File: src/shared/pst_pkg.sv
// ---------------------------------------------------------------
// ---------------------------------------------------------------
package pst_pkg;
  localparam int PST_CNT_W = 16;
  localparam int PST_DT_W = 8;
  localparam int PST_ADDR_W = 4;
  localparam int PST_DATA_W = 32;
  localparam int PST_PHASES = 3;
  // register word indices, byte offset is four times the index
  localparam logic [PST_ADDR_W-1:0] REG_CTRL = 4'h0;
  localparam logic [PST_ADDR_W-1:0] REG_PERIOD = 4'h1;
  localparam logic [PST_ADDR_W-1:0] REG_CMP0 = 4'h2;
  localparam logic [PST_ADDR_W-1:0] REG_CMP1 = 4'h3;
  localparam logic [PST_ADDR_W-1:0] REG_CMP2 = 4'h4;
  localparam logic [PST_ADDR_W-1:0] REG_DEAD = 4'h5;
  localparam logic [PST_ADDR_W-1:0] REG_TDT_DLY = 4'h6;
  localparam logic [PST_ADDR_W-1:0] REG_SST_DLY = 4'h7;
  localparam logic [PST_ADDR_W-1:0] REG_MIN_SENSE = 4'h8;
  localparam logic [PST_ADDR_W-1:0] REG_STATUS = 4'h9;
  localparam logic [PST_ADDR_W-1:0] REG_SST_CNT = 4'ha;
  // control field positions
  localparam int CTRL_RUN = 0;
  localparam int CTRL_OUT_EN = 1;
  localparam int CTRL_MODE_LO = 2;
  localparam int CTRL_CLK_SEL = 4;
  localparam int CTRL_CHAN_LO = 5;
  localparam int CTRL_TDT_SRC = 7;
  localparam int CTRL_VSUP = 8;
  localparam int CTRL_W = 9;
  // status field positions
  localparam int STAT_DIR = 16;
  localparam int STAT_FAULT = 17;
  localparam int STAT_FAULT_RAW = 18;
  // reset values
  localparam logic [CTRL_W-1:0] CTRL_RST = 9'h000;
  localparam logic [PST_CNT_W-1:0] PERIOD_RST = 16'h0000;
  localparam logic [PST_CNT_W-1:0] CMP_RST = 16'h0000;
  localparam logic [PST_DT_W-1:0] DEAD_RST = 8'h00;
  localparam logic [PST_CNT_W-1:0] DLY_RST = 16'h0000;
  localparam logic [PST_CNT_W-1:0] CNT_ZERO = 16'h0000;
  localparam logic [PST_CNT_W-1:0] CNT_ONE = 16'h0001;
  localparam logic [PST_DT_W-1:0] DT_ZERO = 8'h00;
  localparam logic [PST_DATA_W-1:0] RD_ZERO = 32'h0000_0000;

  typedef enum logic [1:0] {
    SST_TIMER,
    SST_COUNTER,
    SST_PWM_SYNC,
    SST_GATED
  } pst_sst_mode_t;

  typedef enum logic {
    DIR_UP,
    DIR_DOWN
  } pst_dir_t;

  typedef enum logic {
    CH_CURRENT,
    CH_SUPPLY
  } pst_chan_t;
endpackage

File: src/hdl/pst_dead_time.sv
`timescale 1ns/1ps
// one half-bridge: complementary gates with a dead gap on every switch-over
module pst_dead_time (
  input wire logic ref_clk,
  input wire logic rst,
  input wire logic enable,
  input wire logic pwm_in,
  input wire logic [pst_pkg::PST_DT_W-1:0] dead,
  output logic gate_hi,
  output logic gate_lo
);
  import pst_pkg::*;

  logic last_reg;
  logic [PST_DT_W-1:0] gap_reg;

  // ---------------------------------------------------------------
  // gap counter
  // ---------------------------------------------------------------
  // any change of pwm restarts the gap; both gates stay off meanwhile
  always_ff @(posedge ref_clk) begin
    if (rst) begin
      last_reg <= 1'b0;
      gap_reg <= DT_ZERO;
    end else begin
      last_reg <= pwm_in;
      if (pwm_in != last_reg) begin
        gap_reg <= dead;
      end else if (gap_reg != DT_ZERO) begin
        gap_reg <= gap_reg - 1'b1;
      end
    end
  end

  // ---------------------------------------------------------------
  // gate outputs
  // ---------------------------------------------------------------
  // registered, so a disable drops both gates one edge later; a bridge fault takes four edges via the synchroniser and fault_reg
  always_ff @(posedge ref_clk) begin
    if (rst) begin
      gate_hi <= 1'b0;
      gate_lo <= 1'b0;
    end else if (!enable || pwm_in != last_reg || gap_reg != DT_ZERO) begin
      gate_hi <= 1'b0;
      gate_lo <= 1'b0;
    end else begin
      gate_hi <= last_reg;
      gate_lo <= ~last_reg;
    end
  end
endmodule

File: src/hdl/pst_top.sv
`timescale 1ns/1ps
module pst_top (
  input wire logic ref_clk,
  input wire logic rst,
  // avalon-mm slave
  input wire logic [pst_pkg::PST_ADDR_W-1:0] avs_address,
  input wire logic avs_read,
  input wire logic avs_write,
  input wire logic [pst_pkg::PST_DATA_W-1:0] avs_writedata,
  output logic [pst_pkg::PST_DATA_W-1:0] avs_readdata,
  output logic avs_waitrequest,
  // bridge driver
  output logic [pst_pkg::PST_PHASES-1:0] gate_hi,
  output logic [pst_pkg::PST_PHASES-1:0] gate_lo,
  input wire logic bridge_fault,
  // sync sample timer inputs
  input wire logic low_power_clock,
  input wire logic sst_count_in,
  input wire logic sst_gate_in,
  // current converter
  output logic conv_start,
  output logic conv_chan,
  output logic first_sample_event,
  output logic second_sample_event,
  input wire logic conv_done,
  output logic conv_irq,
  // main timer events
  output logic period_match_evt,
  output logic one_match_evt
);
  import pst_pkg::*;

  function automatic logic [PST_CNT_W-1:0] max_cnt(
    input logic [PST_CNT_W-1:0] a,
    input logic [PST_CNT_W-1:0] b
  );
    max_cnt = (a > b) ? a : b;
  endfunction

  logic [CTRL_W-1:0] ctrl_reg;
  logic [PST_CNT_W-1:0] period_reg, tdt_dly_reg, sst_dly_reg, min_sense_reg;
  logic [PST_CNT_W-1:0] cmp_reg [PST_PHASES];
  logic [PST_CNT_W-1:0] cmp_act_reg [PST_PHASES];
  logic [PST_CNT_W-1:0] period_act_reg;
  logic [PST_DT_W-1:0] dead_reg;
  logic fault_reg, ack_reg;
  logic [PST_CNT_W-1:0] cnt_reg, tdt_cnt_reg, sst_cnt_reg;
  pst_dir_t dir_reg;
  logic tdt_run_reg, sst_run_reg;
  logic [2:0] fault_sync, lp_sync, ci_sync, gt_sync, done_sync;
  logic run, out_en, wr_en, rd_en, zero_match, period_match, cmp_match;
  logic lp_tick, sst_tick, fall_in, vsup_pend_reg;
  logic [PST_PHASES-1:0] pwm_raw;
  logic [PST_CNT_W-1:0] tdt_lim, sst_lim;
  pst_sst_mode_t sst_mode;

  assign run = ctrl_reg[CTRL_RUN];
  assign out_en = ctrl_reg[CTRL_OUT_EN] & ~fault_reg;
  assign sst_mode = pst_sst_mode_t'(ctrl_reg[CTRL_MODE_LO +: 2]);

  // ---------------------------------------------------------------
  // avalon slave: one wait cycle per access
  // ---------------------------------------------------------------
  assign avs_waitrequest = (avs_read | avs_write) & ~ack_reg;
  assign wr_en = avs_write & ack_reg;
  assign rd_en = avs_read & ~ack_reg;

  always_ff @(posedge ref_clk) begin
    if (rst) begin
      ack_reg <= 1'b0;
    end else begin
      ack_reg <= (avs_read | avs_write) & ~ack_reg;
    end
  end

  // read mux, captured during the wait cycle; unmapped reads return zero
  always_ff @(posedge ref_clk) begin
    if (rst) begin
      avs_readdata <= RD_ZERO;
    end else if (rd_en) begin
      avs_readdata <= RD_ZERO;
      unique case (avs_address)
        REG_CTRL: avs_readdata[CTRL_W-1:0] <= ctrl_reg;
        REG_PERIOD: avs_readdata[PST_CNT_W-1:0] <= period_reg;
        REG_CMP0: avs_readdata[PST_CNT_W-1:0] <= cmp_reg[0];
        REG_CMP1: avs_readdata[PST_CNT_W-1:0] <= cmp_reg[1];
        REG_CMP2: avs_readdata[PST_CNT_W-1:0] <= cmp_reg[2];
        REG_DEAD: avs_readdata[PST_DT_W-1:0] <= dead_reg;
        REG_TDT_DLY: avs_readdata[PST_CNT_W-1:0] <= tdt_dly_reg;
        REG_SST_DLY: avs_readdata[PST_CNT_W-1:0] <= sst_dly_reg;
        REG_MIN_SENSE: avs_readdata[PST_CNT_W-1:0] <= min_sense_reg;
        REG_STATUS: begin
          avs_readdata[PST_CNT_W-1:0] <= cnt_reg;
          avs_readdata[STAT_DIR] <= (dir_reg == DIR_DOWN);
          avs_readdata[STAT_FAULT] <= fault_reg;
          avs_readdata[STAT_FAULT_RAW] <= fault_sync[1];
        end
        REG_SST_CNT: avs_readdata[PST_CNT_W-1:0] <= sst_cnt_reg;
        default: avs_readdata <= RD_ZERO;
      endcase
    end
  end

  // configuration registers
  always_ff @(posedge ref_clk) begin
    if (rst) begin
      ctrl_reg <= CTRL_RST;
      period_reg <= PERIOD_RST;
      cmp_reg <= '{default: CMP_RST};
      dead_reg <= DEAD_RST;
      tdt_dly_reg <= DLY_RST;
      sst_dly_reg <= DLY_RST;
      min_sense_reg <= DLY_RST;
    end else if (wr_en) begin
      unique case (avs_address)
        REG_CTRL: ctrl_reg <= avs_writedata[CTRL_W-1:0];
        REG_PERIOD: period_reg <= avs_writedata[PST_CNT_W-1:0];
        REG_CMP0: cmp_reg[0] <= avs_writedata[PST_CNT_W-1:0];
        REG_CMP1: cmp_reg[1] <= avs_writedata[PST_CNT_W-1:0];
        REG_CMP2: cmp_reg[2] <= avs_writedata[PST_CNT_W-1:0];
        REG_DEAD: dead_reg <= avs_writedata[PST_DT_W-1:0];
        REG_TDT_DLY: tdt_dly_reg <= avs_writedata[PST_CNT_W-1:0];
        REG_SST_DLY: sst_dly_reg <= avs_writedata[PST_CNT_W-1:0];
        REG_MIN_SENSE: min_sense_reg <= avs_writedata[PST_CNT_W-1:0];
        default: ;
      endcase
    end
  end

  // ---------------------------------------------------------------
  // pin synchronisers
  // ---------------------------------------------------------------
  // stage 0 feeds only stage 1; edge logic looks at stages 1 and 2
  always_ff @(posedge ref_clk) begin
    if (rst) begin
      fault_sync <= 3'h0;
      lp_sync <= 3'h0;
      ci_sync <= 3'h0;
      gt_sync <= 3'h0;
      done_sync <= 3'h0;
    end else begin
      fault_sync <= {fault_sync[1:0], bridge_fault};
      lp_sync <= {lp_sync[1:0], low_power_clock};
      ci_sync <= {ci_sync[1:0], sst_count_in};
      gt_sync <= {gt_sync[1:0], sst_gate_in};
      done_sync <= {done_sync[1:0], conv_done};
    end
  end

  // sticky fault, write one to clear; a live fault wins over the clear
  always_ff @(posedge ref_clk) begin
    if (rst) begin
      fault_reg <= 1'b0;
    end else if (fault_sync[1]) begin
      fault_reg <= 1'b1;
    end else if (wr_en && avs_address == REG_STATUS && avs_writedata[STAT_FAULT]) begin
      fault_reg <= 1'b0;
    end
  end

  // ---------------------------------------------------------------
  // main pwm timer, center aligned
  // ---------------------------------------------------------------
  assign zero_match = run & (cnt_reg == CNT_ZERO);
  // a held timer (period zero) sits at zero and must not flood period events
  assign period_match = run & (dir_reg == DIR_UP) & (period_act_reg != CNT_ZERO)
                      & (cnt_reg == period_act_reg);

  always_ff @(posedge ref_clk) begin
    if (rst || !run) begin
      cnt_reg <= CNT_ZERO;
      dir_reg <= DIR_UP;
    end else if (period_act_reg == CNT_ZERO) begin
      cnt_reg <= CNT_ZERO;
    end else if (dir_reg == DIR_UP) begin
      if (cnt_reg >= period_act_reg) begin
        dir_reg <= DIR_DOWN;
        cnt_reg <= cnt_reg - 1'b1;
      end else begin
        cnt_reg <= cnt_reg + 1'b1;
      end
    end else if (cnt_reg == CNT_ZERO) begin
      dir_reg <= DIR_UP;
      cnt_reg <= CNT_ONE;
    end else begin
      cnt_reg <= cnt_reg - 1'b1;
    end
  end

  // shadow transfer at zero match keeps each pwm cycle symmetric
  always_ff @(posedge ref_clk) begin
    if (rst) begin
      period_act_reg <= PERIOD_RST;
      cmp_act_reg <= '{default: CMP_RST};
    end else if (!run || zero_match) begin
      period_act_reg <= period_reg;
      cmp_act_reg <= cmp_reg;
    end
  end

  // phase is on while the count sits at or above its compare value
  always_comb begin
    for (int i = 0; i < PST_PHASES; i++) begin
      pwm_raw[i] = run & (cnt_reg >= cmp_act_reg[i]);
    end
  end

  // timer event pulses for software reading the converted currents
  always_ff @(posedge ref_clk) begin
    if (rst) begin
      period_match_evt <= 1'b0;
      one_match_evt <= 1'b0;
    end else begin
      period_match_evt <= period_match;
      one_match_evt <= run & (dir_reg == DIR_UP) & (cnt_reg == CNT_ONE);
    end
  end

  // ---------------------------------------------------------------
  // half-bridge dead-time stages
  // ---------------------------------------------------------------
  for (genvar g = 0; g < PST_PHASES; g++) begin : g_leg
    pst_dead_time u_dt (
      .ref_clk(ref_clk),
      .rst(rst),
      .enable(out_en),
      .pwm_in(pwm_raw[g]),
      .dead(dead_reg),
      .gate_hi(gate_hi[g]),
      .gate_lo(gate_lo[g])
    );
  end

  // ---------------------------------------------------------------
  // trigger delay timer, single shot
  // ---------------------------------------------------------------
  // compare match only counts while falling, i.e. the phase switching off
  assign cmp_match = run & (dir_reg == DIR_DOWN)
                   & (cnt_reg == cmp_act_reg[ctrl_reg[CTRL_CHAN_LO +: 2]]);
  // stretch the delay so the sense window is never shorter than allowed
  assign tdt_lim = max_cnt(tdt_dly_reg, min_sense_reg);

  always_ff @(posedge ref_clk) begin
    if (rst || !run) begin
      tdt_run_reg <= 1'b0;
      tdt_cnt_reg <= CNT_ZERO;
      second_sample_event <= 1'b0;
    end else begin
      second_sample_event <= 1'b0;
      if (!tdt_run_reg && (ctrl_reg[CTRL_TDT_SRC] ? period_match : cmp_match)) begin
        tdt_run_reg <= 1'b1;
        tdt_cnt_reg <= CNT_ZERO;
      end else if (tdt_run_reg) begin
        if (tdt_cnt_reg >= tdt_lim) begin
          tdt_run_reg <= 1'b0;
          second_sample_event <= 1'b1;
        end else begin
          tdt_cnt_reg <= tdt_cnt_reg + 1'b1;
        end
      end
    end
  end

  // ---------------------------------------------------------------
  // sync sample timer
  // ---------------------------------------------------------------
  assign lp_tick = lp_sync[1] & ~lp_sync[2];
  assign fall_in = ~ci_sync[1] & ci_sync[2];
  assign sst_tick = ctrl_reg[CTRL_CLK_SEL] ? lp_tick : 1'b1;
  assign sst_lim = max_cnt(sst_dly_reg, min_sense_reg);

  always_ff @(posedge ref_clk) begin
    if (rst || !run) begin
      sst_cnt_reg <= CNT_ZERO;
      sst_run_reg <= 1'b0;
      first_sample_event <= 1'b0;
    end else begin
      first_sample_event <= 1'b0;
      unique case (sst_mode)
        SST_TIMER: if (sst_tick) sst_cnt_reg <= sst_cnt_reg + 1'b1;
        SST_COUNTER: if (fall_in) sst_cnt_reg <= sst_cnt_reg + 1'b1;
        SST_GATED: if (sst_tick && gt_sync[1]) sst_cnt_reg <= sst_cnt_reg + 1'b1;
        SST_PWM_SYNC: begin
          if (zero_match && !sst_run_reg) begin // zero is the turn into up counting
            sst_run_reg <= 1'b1;
            sst_cnt_reg <= CNT_ZERO;
          end else if (sst_run_reg && sst_tick) begin
            if (sst_cnt_reg >= sst_lim) begin
              sst_run_reg <= 1'b0;
              first_sample_event <= 1'b1;
            end else begin
              sst_cnt_reg <= sst_cnt_reg + 1'b1;
            end
          end
        end
      endcase
    end
  end

  // ---------------------------------------------------------------
  // converter start, channel and done interrupt
  // ---------------------------------------------------------------
  // supply request is served at period match, away from both sample points
  always_ff @(posedge ref_clk) begin
    if (rst) begin
      vsup_pend_reg <= 1'b0;
    end else if (ctrl_reg[CTRL_VSUP] && period_match) begin
      vsup_pend_reg <= 1'b1;
    end else if (vsup_pend_reg && !first_sample_event && !second_sample_event) begin
      vsup_pend_reg <= 1'b0;
    end
  end

  always_ff @(posedge ref_clk) begin
    if (rst) begin
      conv_start <= 1'b0;
      conv_chan <= CH_CURRENT;
    end else if (first_sample_event || second_sample_event) begin
      conv_start <= 1'b1;
      conv_chan <= CH_CURRENT;
    end else if (vsup_pend_reg) begin
      conv_start <= 1'b1;
      conv_chan <= CH_SUPPLY;
    end else begin
      conv_start <= 1'b0;
    end
  end

  // interrupt pulse on each completed conversion
  always_ff @(posedge ref_clk) begin
    if (rst) begin
      conv_irq <= 1'b0;
    end else begin
      conv_irq <= done_sync[1] & ~done_sync[2];
    end
  end
endmodule

File: config.mk
export PLATFORM = sky130hd
export DESIGN_NAME = pst_top
export DESIGN_NICKNAME = d
export VERILOG_FILES = /design/src/shared/pst_pkg.sv /design/src/hdl/pst_dead_time.sv /design/src/hdl/pst_top.sv
export SDC_FILE = /design/constraint.sdc
export NUM_CORES = 1
export LEC_CHECK = 0
export BUFFER_PORTS_ARGS = -buffer_cell sky130_fd_sc_hd__buf_2
export CAP_MARGIN = 40
export CORE_ASPECT_RATIO = 1.1
export CORE_MARGIN = 3
export CORE_UTILIZATION = 67
export CTS_CLUSTER_DIAMETER = 40
export DETAILED_ROUTE_END_ITERATION = 16
export PLACE_DENSITY = 0.85
export SYNTH_ARGS = -nofsm -noshare
export SYNTH_HDL_FRONTEND = slang
export SYNTH_SLANG_ARGS = --single-unit
File: constraint.sdc
create_clock -name ref_clk -period 9.4 [get_ports ref_clk]
set_input_delay 1.88 -clock ref_clk [delete_from_list [all_inputs] [get_ports ref_clk]]
set_output_delay 1.88 -clock ref_clk [all_outputs]
set_load 0.01 [all_outputs]
==> impl_metrics.csv <==
group,metric,value,unit
run_status,status,"finished, final reports clean",
yosys,synth_top_area_share,35.5,%
drt,drc,0,
floorplanning,rows,62,
place,postPlaceCellArea,18300,sq um
finish,ff_latch_area,6390,sq um
sta,slew_headroom,34.1,%
setup_path,worstSetupPathType,"reg -> reg",
sta,worstMarginPinSlew,985,ps
place,place.gp.congestion,1.01,
worst_hold_path,worstHoldPathType,"reg -> reg",
setup_path,critPathMaxStageDelay,440,ps
global_route,grt_usage,38.5,%
place,post-dp-hpwl,40.1,mm
yosys,synth_top_flop_cell,"dfxtp_1",
sta,finalSetupTns,0,ps
drt,drt-pass1-iter-count,8,
yosys,synthTopCellsByArea,"dfxtp_1, ha_1, nand2_1",
finish,finalInstanceArea,19800,sq um
global_route,met3_usage,8.43,%
yosys,synth_cell_types,71,
floorplanning,core_area,26300,sq um
global_route,antenna_found_initial,3,
setup_path,worstPathRequired,9870,ps
sta,setup_viol,0,
finish,area_growth,10.3,%
sta,layout_setup_ws,4540,ps
sta,fmax,0.206,GHz
sta,period_share,51.7,%
global_route,gr-total-overflow,0,
clocking,cts-root-buf,"clkbuf_16",
yosys,ys_seq_area_share,35.5,%
clocking,numClockSinks,319,
clocking,cts_buffers,43,
setup_path,slowest_stage,"a211o_1",
sta,finalMaxSlewViolations,0,
drt,drt-vias-per-instance,6.59,
yosys,yosys.area.top_type,"dfxtp_1",
yosys,netlist_instances,2264,
drt,num_vias,17355,
sta,final_hold_viol_count,0,
setup_path,crit_path_max_fanout,12,
clocking,holdBufCountCts,0,
setup_path,cp-start-kind,"flop",
global_route,grt.met2_usage,61.9,%
job,max_cap_viol_count,0,
clocking,clock_path_buffers,3,
setup_path,worstPathArrival,5330,ps
pwr,powerDensity,180,nW/um^2
yosys,ys_warn_count,0,
floorplanning,die_area,28800,sq um
clocking,clock_latency,560,ps
finish,nets,2428,
floorplanning,start_util,68.4,%
yosys,synth_common_cells,"nand2_1, dfxtp_1, a21oi_1, ha_1, clkbuf_1",
drt,routed_wl,56.4,mm
drt,avgRoutedWirePerCell,21.4,um
clocking,cts_resized,0,
finish,drive_gt1_share,8.81,%
place,io_buffers,62,
pwr,peakVddDrop,0.227,mV
global_route,grt_pass1_vias,16613,
drt,postRouteAntennaNets,0,
yosys,ys_seq_elements,319,
global_route,use_met1,46.2,%
clocking,tritoncts,"done",
global_route,grt_max_degree,95,
sta,fin_skew,24.0,ps
yosys,synth_edf_count,0,
yosys,syn_avg_cell_area,7.94,sq um
sta,period_needed,4860,ps
finish,nFillCells,1954,
sta,rsz0062_at_grt,"no",
yosys,synthArstFlopShare,0,%
floorplanning,die_width,162,um
clocking,htreeDepth,2,
global_route,busiest_layer,"met2",
setup_path,cp_cell_sequence,"inv_1 > ha_1 > a21o_1 > a21o_1 > a21oi_1 > nor3_1 > o31a_1 > o21ai_2 > buf_4 > mux2_2 > ha_1 > nor2b_1 > o21ai_0 > a21oi_1 > o21ai_0 > a211o_1 > a21boi_1 > buf_4 > o2bb2ai_1",
setup_path,end_kind,"flop",
place,place_ws,4660,ps
floorplanning,fp.dieH,178,um
pwr,p_leak,7.79,nW
finish,multi_input_area,10600,sq um
clocking,clk_pin_slew,60,ps
finish,antenna_cells,0,
floorplanning,io_pins,91,
pwr,power,3.56,mW
yosys,synth_most_common_cell,"nand2_1",
drt,drt_iter0_drc,2214,
global_route,grt_pass1_wl,88.6,mm
sta,holdWs,388,ps
yosys,syn_area,18000,sq um
clocking,cts_setup_buffers,0,
-- cell usage in the layout (no fill, tap or decap), types with 16 or more instances in the layout --
cell type	count
a21o_1	24
a221oi_1	18
a22oi_1	37
xor2_1	26
nor2b_1	43
nand2_1	433
o21ai_0	37
a21oi_1	251
inv_1	104
mux2i_1	70
nor3b_1	20
nand2b_1	26
buf_4	23
buf_2	63
nor4_1	21
a211oi_1	20
xnor2_1	16
nand3_1	47
and3_1	28
nor2_1	123
nand4_1	31
mux2_2	23
ha_1	136
clkbuf_16	44
nor3_1	61
dfxtp_1	319
-- final cells by class --
type | instances | share of cell area, %
flip-flops and latches | 319 | 32.2
repair buffers | 88 | 2.61
clock buffers | 53 | 5.82
inverters | 104 | 1.97
clock inverters | 27 | 1.81
well taps | 352 | 2.22
multi-input cells | 1691 | 53.4
-- final timing paths --
| path | from | to | slack, ps | depth (start not counted) |
|---|---|---|---|---|
| worst max-delay path | min_sense_reg[5] | sst_cnt_reg[0] | 4540 | 19 |
| worst min-delay path | done_sync[2] | conv_irq | 390 | 1 |
| worst max register to register | min_sense_reg[5] | sst_cnt_reg[0] | 4540 | 19 |
| worst min register to register | done_sync[2] | conv_irq | 390 | 1 |
-- power breakdown --
group	switching (mW)	total, mW	internal, mW	leakage, nW
Sequential	0.0441	1.45	1.40	2.58
Clock	0.666	1.70	1.04	0.736
Combinational	0.242	0.414	0.172	4.48
Total	0.952	3.56	2.61	7.79
-- cell families after synthesis --
kind of cell	Yosys count	synth area share, %
AO/OA/AOI/OAI	524	18.7
XOR/XNOR	42	2.05
adder cells (fa/ha/maj)	136	9.46
buffers and inverters	266	6.08
flip-flops	319	35.5
multiplexers	93	5.34
other	1	0.0209
AND/OR/NAND/NOR	883	22.8
-- worst max-delay path, delay by kind of cell, from the launching register on --
| kind | cells | cell delay (ps) |
|---|---|---|
| buffers and inverters | 3 | 650 |
| DFF | 1 | 410 |
| muxes | 1 | 370 |
| AOI/OAI and AO/OA | 11 | 2600 |
| adders and majority gates | 2 | 570 |
| and+or+nand+nor | 2 | 170 |
-- layer usage --
| metal | vias up | wire length, um |
|---|---|---|
| li1 | 7973 | - |
| met1 | 8075 | 20800 |
| met2 | 1011 | 25600 |
| met3 | 290 | 5610 |
| met4 | 6 | 4330 |
| met5 | - | 30 |
-- through the flow --
step	util (%)	cells
floorplan	-	2276
global placement	69.4	2546
detailed placement	69.6	2553
CTS	75.4	2633
global route	75.4	2634
finish	75.4	2634
Note: power is estimated with default switching activity, not from simulation.
